`src/hw/fcu_pkg.sv`:
```
package fcu_pkg;
  localparam int NUM_FAULTS = 8;
  localparam int SRC_W = 3;
  localparam int ADR_W = 8;

  localparam logic [7:0] ADR_CTRL = 8'h00;
  localparam logic [7:0] ADR_STAT = 8'h04;
  localparam logic [7:0] ADR_FSTAT = 8'h08;
  localparam logic [7:0] ADR_IMASK = 8'h0c;
  localparam logic [7:0] ADR_FSRC = 8'h10;
  localparam logic [7:0] ADR_HOLD = 8'h14;

  localparam int CTRL_EN = 0;
  localparam int CTRL_MODE_LO = 1;
  localparam int CTRL_POL = 3;
  localparam int CTRL_SLOW = 4;
  localparam int CTRL_DEVRST = 5;
  localparam int CTRL_TEST_LO = 6;
  localparam int STAT_ERR = 0;
  localparam int STAT_STATE_LO = 1;
  localparam int FSRC_VALID = 8;

  localparam logic [31:0] HOLD_RESET = 32'h0000_0400;
  localparam logic [7:0] IMASK_RESET = 8'h00;

  localparam int CLK_PERIOD_PS = 8000;
  localparam int CLK_PERIOD_NS = 8;
  localparam int REF_PERIOD_PS = 62500;
  localparam int FAULT_REACH_REF = 10;
  localparam int FAULT_REACH_CYCLES = FAULT_REACH_REF * REF_PERIOD_PS / CLK_PERIOD_PS;
  localparam int SEMI_PERIOD_NS = 8200000;
  localparam int SEMI_CYCLES_DEF = SEMI_PERIOD_NS / CLK_PERIOD_NS;

  typedef enum logic [1:0] {
    ST_FAULT = 2'b00,
    ST_HOLD = 2'b01,
    ST_NORMAL = 2'b10
  } fcu_state_t;

  typedef enum logic [1:0] {
    MODE_DUAL = 2'b00,
    MODE_TIME = 2'b01,
    MODE_BISTABLE = 2'b10,
    MODE_TEST = 2'b11
  } fcu_mode_t;
endpackage

```
`src/hw/fcu_pin_if.sv`:
```
`timescale 1ns/1ps
interface fcu_pin_if;
  import fcu_pkg::*;
  logic enable;
  logic slow;
  logic pol;
  fcu_mode_t mode;
  logic [1:0] test_val;
  logic operational;
  logic shown_op;
  logic [1:0] pins;
  logic [1:0] oe;
  modport ctl (output enable, slow, pol, mode, test_val, operational,
    input shown_op, pins, oe);
  modport gen (input enable, slow, pol, mode, test_val, operational,
    output shown_op, pins, oe);
endinterface

```
`src/hw/fcu_fault_capture.sv`:
```
`timescale 1ns/1ps
module fcu_fault_capture
  import fcu_pkg::*;
(
  input wire logic clk,
  input wire logic rst,
  input wire logic [NUM_FAULTS-1:0] fault_in,
  input wire logic [NUM_FAULTS-1:0] clr,
  input wire logic arm,
  output logic [NUM_FAULTS-1:0] status,
  output logic [SRC_W-1:0] src_idx,
  output logic src_valid
);
  logic [NUM_FAULTS-1:0] status_reg, status_next;
  logic [SRC_W-1:0] src_reg, src_next;
  logic valid_reg, valid_next;

  function automatic logic [SRC_W-1:0] lowest(input logic [NUM_FAULTS-1:0] v);
    logic [SRC_W-1:0] r;
    r = '0;
    for (int i = NUM_FAULTS - 1; i >= 0; i--) begin
      if (v[i]) r = SRC_W'(i);
    end
    return r;
  endfunction

  always_comb begin
    // set wins over a simultaneous clear
    status_next = (status_reg & ~clr) | fault_in;
    src_next = src_reg;
    valid_next = valid_reg;
    if (arm && |fault_in) begin
      src_next = lowest(fault_in);
      valid_next = 1'b1;
    end
  end

  // only power-on reset clears the recorded source
  always_ff @(posedge clk or posedge rst) begin
    if (rst) begin
      status_reg <= '0;
      src_reg <= '0;
      valid_reg <= 1'b0;
    end else begin
      status_reg <= status_next;
      src_reg <= src_next;
      valid_reg <= valid_next;
    end
  end

  assign status = status_reg;
  assign src_idx = src_reg;
  assign src_valid = valid_reg;
endmodule

```
`src/hw/fcu_pin_gen.sv`:
```
`timescale 1ns/1ps
module fcu_pin_gen
  import fcu_pkg::*;
#(
  parameter int unsigned SEMI_CYCLES = SEMI_CYCLES_DEF
) (
  input wire logic clk,
  input wire logic rst,
  fcu_pin_if.gen pif
);
  logic [31:0] cnt_reg, cnt_next;
  logic phase_reg, phase_next;
  logic shown_reg, shown_next;
  logic [1:0] pins_reg, pins_next;
  logic [1:0] oe_reg, oe_next;
  logic tick;
  logic op;

  always_comb begin
    tick = (cnt_reg == 32'(SEMI_CYCLES - 1));
    cnt_next = tick ? 32'h0000_0000 : cnt_reg + 32'h0000_0001;
    phase_next = tick ? ~phase_reg : phase_reg;
    // outside bi-stable mode, slow switching changes the shown state only at a half-period edge
    shown_next = shown_reg;
    if (!pif.slow || pif.mode == MODE_BISTABLE || tick) begin
      shown_next = pif.operational;
    end
    op = shown_reg;
    unique case (pif.mode)
      MODE_DUAL: pins_next = op ? {~phase_reg, phase_reg} : 2'b00;
      MODE_TIME: pins_next = op ? {1'b1, phase_reg} : 2'b00;
      MODE_BISTABLE: pins_next = (op ^ pif.pol) ? 2'b01 : 2'b10;
      MODE_TEST: pins_next = pif.test_val;
    endcase
    oe_next = {2{pif.enable}};
  end

  always_ff @(posedge clk or posedge rst) begin
    if (rst) begin
      cnt_reg <= 32'h0000_0000;
      phase_reg <= 1'b0;
      shown_reg <= 1'b0;
      pins_reg <= 2'b00;
      oe_reg <= 2'b00;
    end else begin
      cnt_reg <= cnt_next;
      phase_reg <= phase_next;
      shown_reg <= shown_next;
      pins_reg <= pins_next;
      oe_reg <= oe_next;
    end
  end

  assign pif.shown_op = shown_reg;
  assign pif.pins = pins_reg;
  assign pif.oe = oe_reg;
endmodule

```
`src/hw/fcu_top.sv`:
```
// The implementer's own choices: the Wishbone register port and the address map.
`timescale 1ns/1ps
module fcu_top #(
  parameter int unsigned SEMI_CYCLES = fcu_pkg::SEMI_CYCLES_DEF
) (
  input wire logic CLK,
  input wire logic RESET,
  input wire logic WB_CYC_I,
  input wire logic WB_STB_I,
  input wire logic WB_WE_I,
  input wire logic [fcu_pkg::ADR_W-1:0] WB_ADR_I,
  input wire logic [3:0] WB_SEL_I,
  input wire logic [31:0] WB_DAT_I,
  output logic [31:0] WB_DAT_O,
  output logic WB_ACK_O,
  input wire logic [fcu_pkg::NUM_FAULTS-1:0] FAULT_IN,
  output logic [1:0] ERROR_OUT_PINS_O,
  output logic [1:0] ERROR_OUT_PINS_OE,
  output logic SAFE_STATE,
  output logic DEVICE_RESET_REQ,
  output logic IRQ
);
  import fcu_pkg::*;

  localparam int REACH_MAX = FAULT_REACH_CYCLES;

  fcu_state_t state_reg, state_next;
  logic [31:0] hold_cnt_reg, hold_cnt_next;
  logic [31:0] hold_len_reg, hold_len_next;
  logic en_reg, en_next;
  fcu_mode_t mode_reg, mode_next;
  logic pol_reg, pol_next;
  logic slow_reg, slow_next;
  logic [1:0] test_reg, test_next;
  logic [NUM_FAULTS-1:0] mask_reg, mask_next;
  logic devrst_reg, devrst_next;
  logic irq_reg, irq_next;
  logic ack_reg, ack_next;
  logic [31:0] rdat_reg, rdat_next;

  logic req, wr_go;
  logic fault_any;
  logic flag_wr, flag_set, flag_clr;
  logic [NUM_FAULTS-1:0] fstat_clr;
  logic [NUM_FAULTS-1:0] fstat;
  logic [SRC_W-1:0] src_idx;
  logic src_valid;
  logic [31:0] ctrl_word;

  fcu_pin_if pif ();

  function automatic logic [31:0] lane_merge(input logic [31:0] old_v,
                                             input logic [31:0] new_v,
                                             input logic [3:0] sel);
    logic [31:0] r;
    r = old_v;
    for (int b = 0; b < 4; b++) begin
      if (sel[b]) r[8*b +: 8] = new_v[8*b +: 8];
    end
    return r;
  endfunction

  function automatic logic hit(input logic [ADR_W-1:0] adr, input logic [7:0] offs);
    return {adr[ADR_W-1:2], 2'b00} == offs;
  endfunction

  fcu_fault_capture u_capture (
    .clk(CLK),
    .rst(RESET),
    .fault_in(FAULT_IN),
    .clr(fstat_clr),
    .arm(state_reg != ST_FAULT),
    .status(fstat),
    .src_idx(src_idx),
    .src_valid(src_valid)
  );

  fcu_pin_gen #(.SEMI_CYCLES(SEMI_CYCLES)) u_pins (
    .clk(CLK),
    .rst(RESET),
    .pif(pif)
  );

  assign pif.enable = en_reg;
  assign pif.slow = slow_reg;
  assign pif.pol = pol_reg;
  assign pif.mode = mode_reg;
  assign pif.test_val = test_reg;
  assign pif.operational = (state_reg == ST_NORMAL);

  // bus decode; a write lands on the edge where ack is seen high
  always_comb begin
    req = WB_CYC_I && WB_STB_I;
    wr_go = req && WB_WE_I && ack_reg;
    fault_any = |FAULT_IN;
    flag_wr = wr_go && hit(WB_ADR_I, ADR_STAT) && WB_SEL_I[0];
    flag_set = flag_wr && WB_DAT_I[STAT_ERR];
    flag_clr = flag_wr && !WB_DAT_I[STAT_ERR];
    fstat_clr = '0;
    if (wr_go && hit(WB_ADR_I, ADR_FSTAT) && WB_SEL_I[0]) begin
      fstat_clr = WB_DAT_I[NUM_FAULTS-1:0];
    end
    ctrl_word = '0;
    ctrl_word[CTRL_EN] = en_reg;
    ctrl_word[CTRL_MODE_LO +: 2] = mode_reg;
    ctrl_word[CTRL_POL] = pol_reg;
    ctrl_word[CTRL_SLOW] = slow_reg;
    ctrl_word[CTRL_TEST_LO +: 2] = test_reg;
  end

  // safety state machine
  always_comb begin
    state_next = state_reg;
    hold_cnt_next = hold_cnt_reg;
    unique case (state_reg)
      ST_NORMAL: begin
        if (fault_any || flag_set) state_next = ST_FAULT;
      end
      ST_FAULT: begin
        // release needs no live fault and all recorded faults cleared
        if (!fault_any && flag_clr && fstat == '0) begin
          state_next = ST_HOLD;
          hold_cnt_next = hold_len_reg;
        end
      end
      ST_HOLD: begin
        if (fault_any || flag_set) begin
          state_next = ST_FAULT;
        end else if (hold_cnt_reg == 32'h0000_0000) begin
          state_next = ST_NORMAL;
        end else begin
          hold_cnt_next = hold_cnt_reg - 32'h0000_0001;
        end
      end
      default: state_next = ST_FAULT;
    endcase
  end

  // registers and bus answer
  always_comb begin
    en_next = en_reg;
    mode_next = mode_reg;
    pol_next = pol_reg;
    slow_next = slow_reg;
    test_next = test_reg;
    mask_next = mask_reg;
    hold_len_next = hold_len_reg;
    devrst_next = 1'b0;
    if (wr_go && hit(WB_ADR_I, ADR_CTRL) && WB_SEL_I[0]) begin
      en_next = WB_DAT_I[CTRL_EN];
      mode_next = fcu_mode_t'(WB_DAT_I[CTRL_MODE_LO +: 2]);
      pol_next = WB_DAT_I[CTRL_POL];
      slow_next = WB_DAT_I[CTRL_SLOW];
      test_next = WB_DAT_I[CTRL_TEST_LO +: 2];
      devrst_next = WB_DAT_I[CTRL_DEVRST];
    end
    if (wr_go && hit(WB_ADR_I, ADR_IMASK) && WB_SEL_I[0]) begin
      mask_next = WB_DAT_I[NUM_FAULTS-1:0];
    end
    if (wr_go && hit(WB_ADR_I, ADR_HOLD)) begin
      hold_len_next = lane_merge(hold_len_reg, WB_DAT_I, WB_SEL_I);
    end
    irq_next = |(fstat & mask_reg);
    ack_next = req && !ack_reg;
    rdat_next = rdat_reg;
    if (ack_next) begin
      rdat_next = '0;
      if (hit(WB_ADR_I, ADR_CTRL)) rdat_next = ctrl_word;
      if (hit(WB_ADR_I, ADR_STAT)) begin
        rdat_next[STAT_ERR] = (state_reg != ST_NORMAL);
        rdat_next[STAT_STATE_LO +: 2] = state_reg;
      end
      if (hit(WB_ADR_I, ADR_FSTAT)) rdat_next[NUM_FAULTS-1:0] = fstat;
      if (hit(WB_ADR_I, ADR_IMASK)) rdat_next[NUM_FAULTS-1:0] = mask_reg;
      if (hit(WB_ADR_I, ADR_FSRC)) begin
        rdat_next[SRC_W-1:0] = src_idx;
        rdat_next[FSRC_VALID] = src_valid;
      end
      if (hit(WB_ADR_I, ADR_HOLD)) rdat_next = hold_len_reg;
    end
  end

  always_ff @(posedge CLK or posedge RESET) begin
    if (RESET) begin
      state_reg <= ST_FAULT;
      hold_cnt_reg <= 32'h0000_0000;
      hold_len_reg <= HOLD_RESET;
      en_reg <= 1'b0;
      mode_reg <= MODE_DUAL;
      pol_reg <= 1'b0;
      slow_reg <= 1'b0;
      test_reg <= 2'b00;
      mask_reg <= IMASK_RESET;
      devrst_reg <= 1'b0;
      irq_reg <= 1'b0;
      ack_reg <= 1'b0;
      rdat_reg <= 32'h0000_0000;
    end else begin
      state_reg <= state_next;
      hold_cnt_reg <= hold_cnt_next;
      hold_len_reg <= hold_len_next;
      en_reg <= en_next;
      mode_reg <= mode_next;
      pol_reg <= pol_next;
      slow_reg <= slow_next;
      test_reg <= test_next;
      mask_reg <= mask_next;
      devrst_reg <= devrst_next;
      irq_reg <= irq_next;
      ack_reg <= ack_next;
      rdat_reg <= rdat_next;
    end
  end

  assign WB_ACK_O = ack_reg;
  assign WB_DAT_O = rdat_reg;
  assign ERROR_OUT_PINS_O = pif.pins;
  assign ERROR_OUT_PINS_OE = pif.oe;
  assign SAFE_STATE = (state_reg != ST_NORMAL);
  assign DEVICE_RESET_REQ = devrst_reg;
  assign IRQ = irq_reg;
endmodule

```
`config.mk`:
```
export PLATFORM = sky130hd
export DESIGN_NAME = fcu_top
export DESIGN_NICKNAME = d
export VERILOG_FILES = /design/src/hw/fcu_pkg.sv /design/src/hw/fcu_pin_if.sv /design/src/hw/fcu_fault_capture.sv /design/src/hw/fcu_pin_gen.sv /design/src/hw/fcu_top.sv
export SDC_FILE = /design/constraint.sdc
export NUM_CORES = 1
export LEC_CHECK = 0
export BUFFER_PORTS_ARGS = -buffer_cell sky130_fd_sc_hd__buf_2
export CAP_MARGIN = 25
export CORE_MARGIN = 3
export CORE_UTILIZATION = 40
export DETAILED_ROUTE_END_ITERATION = 6
export PLACE_DENSITY = 0.65
export SYNTH_ARGS = -nofsm -noshare
export SYNTH_HDL_FRONTEND = slang
export SYNTH_SLANG_ARGS = --single-unit
```
`constraint.sdc`:
```
create_clock -name CLK -period 4.85 [get_ports CLK]
set_input_delay 0.7275 -clock CLK [delete_from_list [all_inputs] [get_ports CLK]]
set_output_delay 0.7275 -clock CLK [all_outputs]
set_load 0.05 [all_outputs]
```
==> flow_metrics.env <==
export IMPL_status="complete, no violations"
export IMPL_path_clk_slew_ps=70
export IMPL_syn_to_final_growth_pct=16.0
export IMPL_cp_arrival_ps=3320
export IMPL_finalHoldViolCount=0
export IMPL_wl_um=18300
export IMPL_r2r_cells=9
export IMPL_slew_headroom=0.368
export IMPL_whs_ps=445
export IMPL_fin_tns_setup_ps=0
export IMPL_die_area_um2=21500
export IMPL_dp_hpwl_um=12400
export IMPL_use_met1=0.254
export IMPL_cp_end_kind="flip-flop"
export IMPL_ir_drop_uv=254
export IMPL_rrSetupSlack_ps=1830
export IMPL_max_stage_delay_ps=540
export IMPL_rsz0062_at_grt="no"
export IMPL_power_density_nw_per_um2=313
export IMPL_synth_top_area_share=0.519
export IMPL_grt_max_degree=166
export IMPL_final_nets=914
export IMPL_antennaDiodeCount=0
export IMPL_hold_buffers=0
export IMPL_crit_required_ps=5150
export IMPL_placementRows=50
export IMPL_dr_pass1_iters=5
export IMPL_p_leak_nw=4.24
export IMPL_top_usage_layer="met2"
export IMPL_cp_max_fo=41
export IMPL_initial_utilization=0.414
export IMPL_synth_common_cells="dfrtp_1 (164), nand2_1 (123), mux2_2 (52)"
export IMPL_synth_area_leaders="dfrtp_1 (52%), mux2_2 (7.4%), nand2_1 (5.8%), a21oi_2 (3.0%), nand3_1 (3.0%)"
export IMPL_antenna_found_initial=0
export IMPL_fin_util=0.481
export IMPL_min_period_ps=3020
export IMPL_hold_path_class="reg -> reg"
export IMPL_synthArstFlopShare=1.00
export IMPL_cpMaxStageDelayCell="a31o_2"
export IMPL_synth_cell_area_um2=7900
export IMPL_worstReg2RegStart="hold_cnt_reg[0]"
export IMPL_cp_endpoint="hold_cnt_reg[28]"
export IMPL_report_final_slew_viol_count=0
export IMPL_critPathKind="reg -> reg"
export IMPL_synthCells=772
export IMPL_grt_first_pass_wirelength_um=30800
export IMPL_cts_sinks=165
export IMPL_cts_tree="built"
export IMPL_num_fill_cells=1780
export IMPL_clock_root_buffer="clkbuf_16"
export IMPL_place_gp_congestion=0.814
export IMPL_synth_most_common_cell="dfrtp_1"
export IMPL_min_period_over_period=0.622
export IMPL_use_met3=0.0360
export IMPL_syn_nets=831
export IMPL_finClkSkew_ps=12.8
export IMPL_drive_gt1_frac=0.265
export IMPL_grt_use_total=0.177
export IMPL_cts_made_buffers=17
export IMPL_synth_distinct_cells=63
export IMPL_viasPerCell=5.31
export IMPL_die_height_um=147
export IMPL_ys_seq_area_frac=0.523
export IMPL_drv_cap=0
export IMPL_synth_edf_count=0
export IMPL_crit_path_start="hold_cnt_reg[0]"
export IMPL_routed_via_count=5989
export IMPL_ctsLongestPathBuffers=2
export IMPL_use_met2=0.270
export IMPL_setup_violations=0
export IMPL_cts_setup_buffers=0
export IMPL_synth_largest_area_cell="dfrtp_1"
export IMPL_fmax_mhz=331
export IMPL_post_drt_wl_per_cell_um=16.2
export IMPL_start_kind="flip-flop"
export IMPL_crit_top_cell="a21oi_1"
export IMPL_synth_seq_cells=165
export IMPL_drtIter0Drc=387
export IMPL_ys_flop_type="dfrtp_1"
export IMPL_drcViolationCount=0
export IMPL_grt_pass1_vias=5874
export IMPL_cp_cell_sequence="inv_1, ha_1, nor3b_1, and4_1, nand4_1, a31o_2, buf_12, a21oi_1, a21oi_1"
export IMPL_coreArea_um2=19100
export IMPL_grt_overflow=0
export IMPL_portBuffers=94
export IMPL_avgSynthCellArea_um2=10.2
export IMPL_cts_htree_levels=4
export IMPL_die_w_um=147
export IMPL_ant_nets=0
export IMPL_cts_repair_resized=0
export IMPL_clkLatencyLatePin_ps=430
export IMPL_yosys_warnings=0
export IMPL_rr_endpoint="hold_cnt_reg[28]"
export IMPL_worstMarginPinSlew_ps=948
export IMPL_ioPinCount=97
[logic make-up after synthesis]
group | Yosys count | share of synthesized area
multiplexers | 58 | 0.0864
AND/OR/NAND/NOR | 308 | 0.189
buffers and inverters | 57 | 0.0344
adder cells (fa/ha/maj) | 2 | 0.00317
AO/OA/AOI/OAI | 151 | 0.130
flip-flops | 165 | 0.523
XOR/XNOR | 31 | 0.0344
[cells in the final DEF, fill, tap and decap left out, types with 7 or more instances in the layout]
| cell | n |
|---|---|
| a21o_1 | 7 |
| a21oi_1 | 36 |
| a21oi_2 | 27 |
| buf_2 | 94 |
| clkbuf_16 | 17 |
| dfrtp_1 | 164 |
| inv_1 | 18 |
| mux2_2 | 52 |
| nand2_1 | 123 |
| nand2b_1 | 7 |
| nand3_1 | 47 |
| nand4_1 | 13 |
| nor2_1 | 51 |
| nor3_1 | 11 |
| nor4_1 | 9 |
| o21ai_0 | 20 |
| o22ai_1 | 19 |
| or4_1 | 9 |
| xnor2_1 | 19 |
| xor2_1 | 12 |
[metal layers]
| layer | up-vias | routed length [µm] | share of wire |
|---|---|---|---|
| li1 | 2914 | - | - |
| met1 | 2934 | 9000 | 0.49 |
| met2 | 126 | 8380 | 0.46 |
| met3 | 15 | 666 | 0.036 |
| met4 | 0 | 237 | 0.013 |
| met5 | - | 0 | 0 |
[final cells by class]
class                           count  area [µm²]  area share
Inverter                           19        75.1     0.00819
Clock buffer                       21         480      0.0524
Timing Repair Buffer              102         556      0.0606
Sequential cell                   165        4130       0.450
Tap cell                          260         325      0.0355
Multi-Input combinational cell    550        3510       0.383
Clock inverter                     10        95.1      0.0104
[per-stage QoR]
step | setup slack [ps] | instance area [µm²] | power, mW | cells
after global placement | 1740 | 8590 | 1.58 | 1095
after CTS | 1820 | 9160 | 2.91 | 1126
final | 1830 | 9170 | 2.87 | 1127
after global routing | 1480 | 9170 | 2.98 | 1127
after detailed placement | 1700 | 8590 | 1.58 | 1095
after floorplan | 2020 | 7910 | 1.52 | 772
[worst min-delay path by stage]
stage | slack [ps] | depth (start not counted) | from | to
5_1_grt | 440 | 0 | en_reg | u_pins.pif.oe[0]
2_1_floorplan | 360 | 0 | en_reg | u_pins.pif.oe[0]
3_5_place_dp | 410 | 0 | en_reg | u_pins.pif.oe[0]
3_3_place_gp | 410 | 0 | en_reg | u_pins.pif.oe[0]
6_report | 440 | 0 | en_reg | u_pins.pif.oe[0]
4_1_cts | 430 | 0 | en_reg | u_pins.pif.oe[0]
[power by group]
part	switching, mW	leakage (nW)	internal (mW)
Clock	0.558	0.282	0.762
Combinational	0.113	1.73	0.0439
Sequential	0.00754	2.22	1.39
Total	0.679	4.24	2.19
[critical path: cells and delay by family (launching register included)]
kind / cells / cell delay (ps)
AOI/OAI and AO/OA: 3 / 760
buffers and inverters: 2 / 340
DFF: 1 / 420
and+or+nand+nor: 3 / 1160
adders and majority gates: 1 / 190
Power figures use the tool's default switching activity.
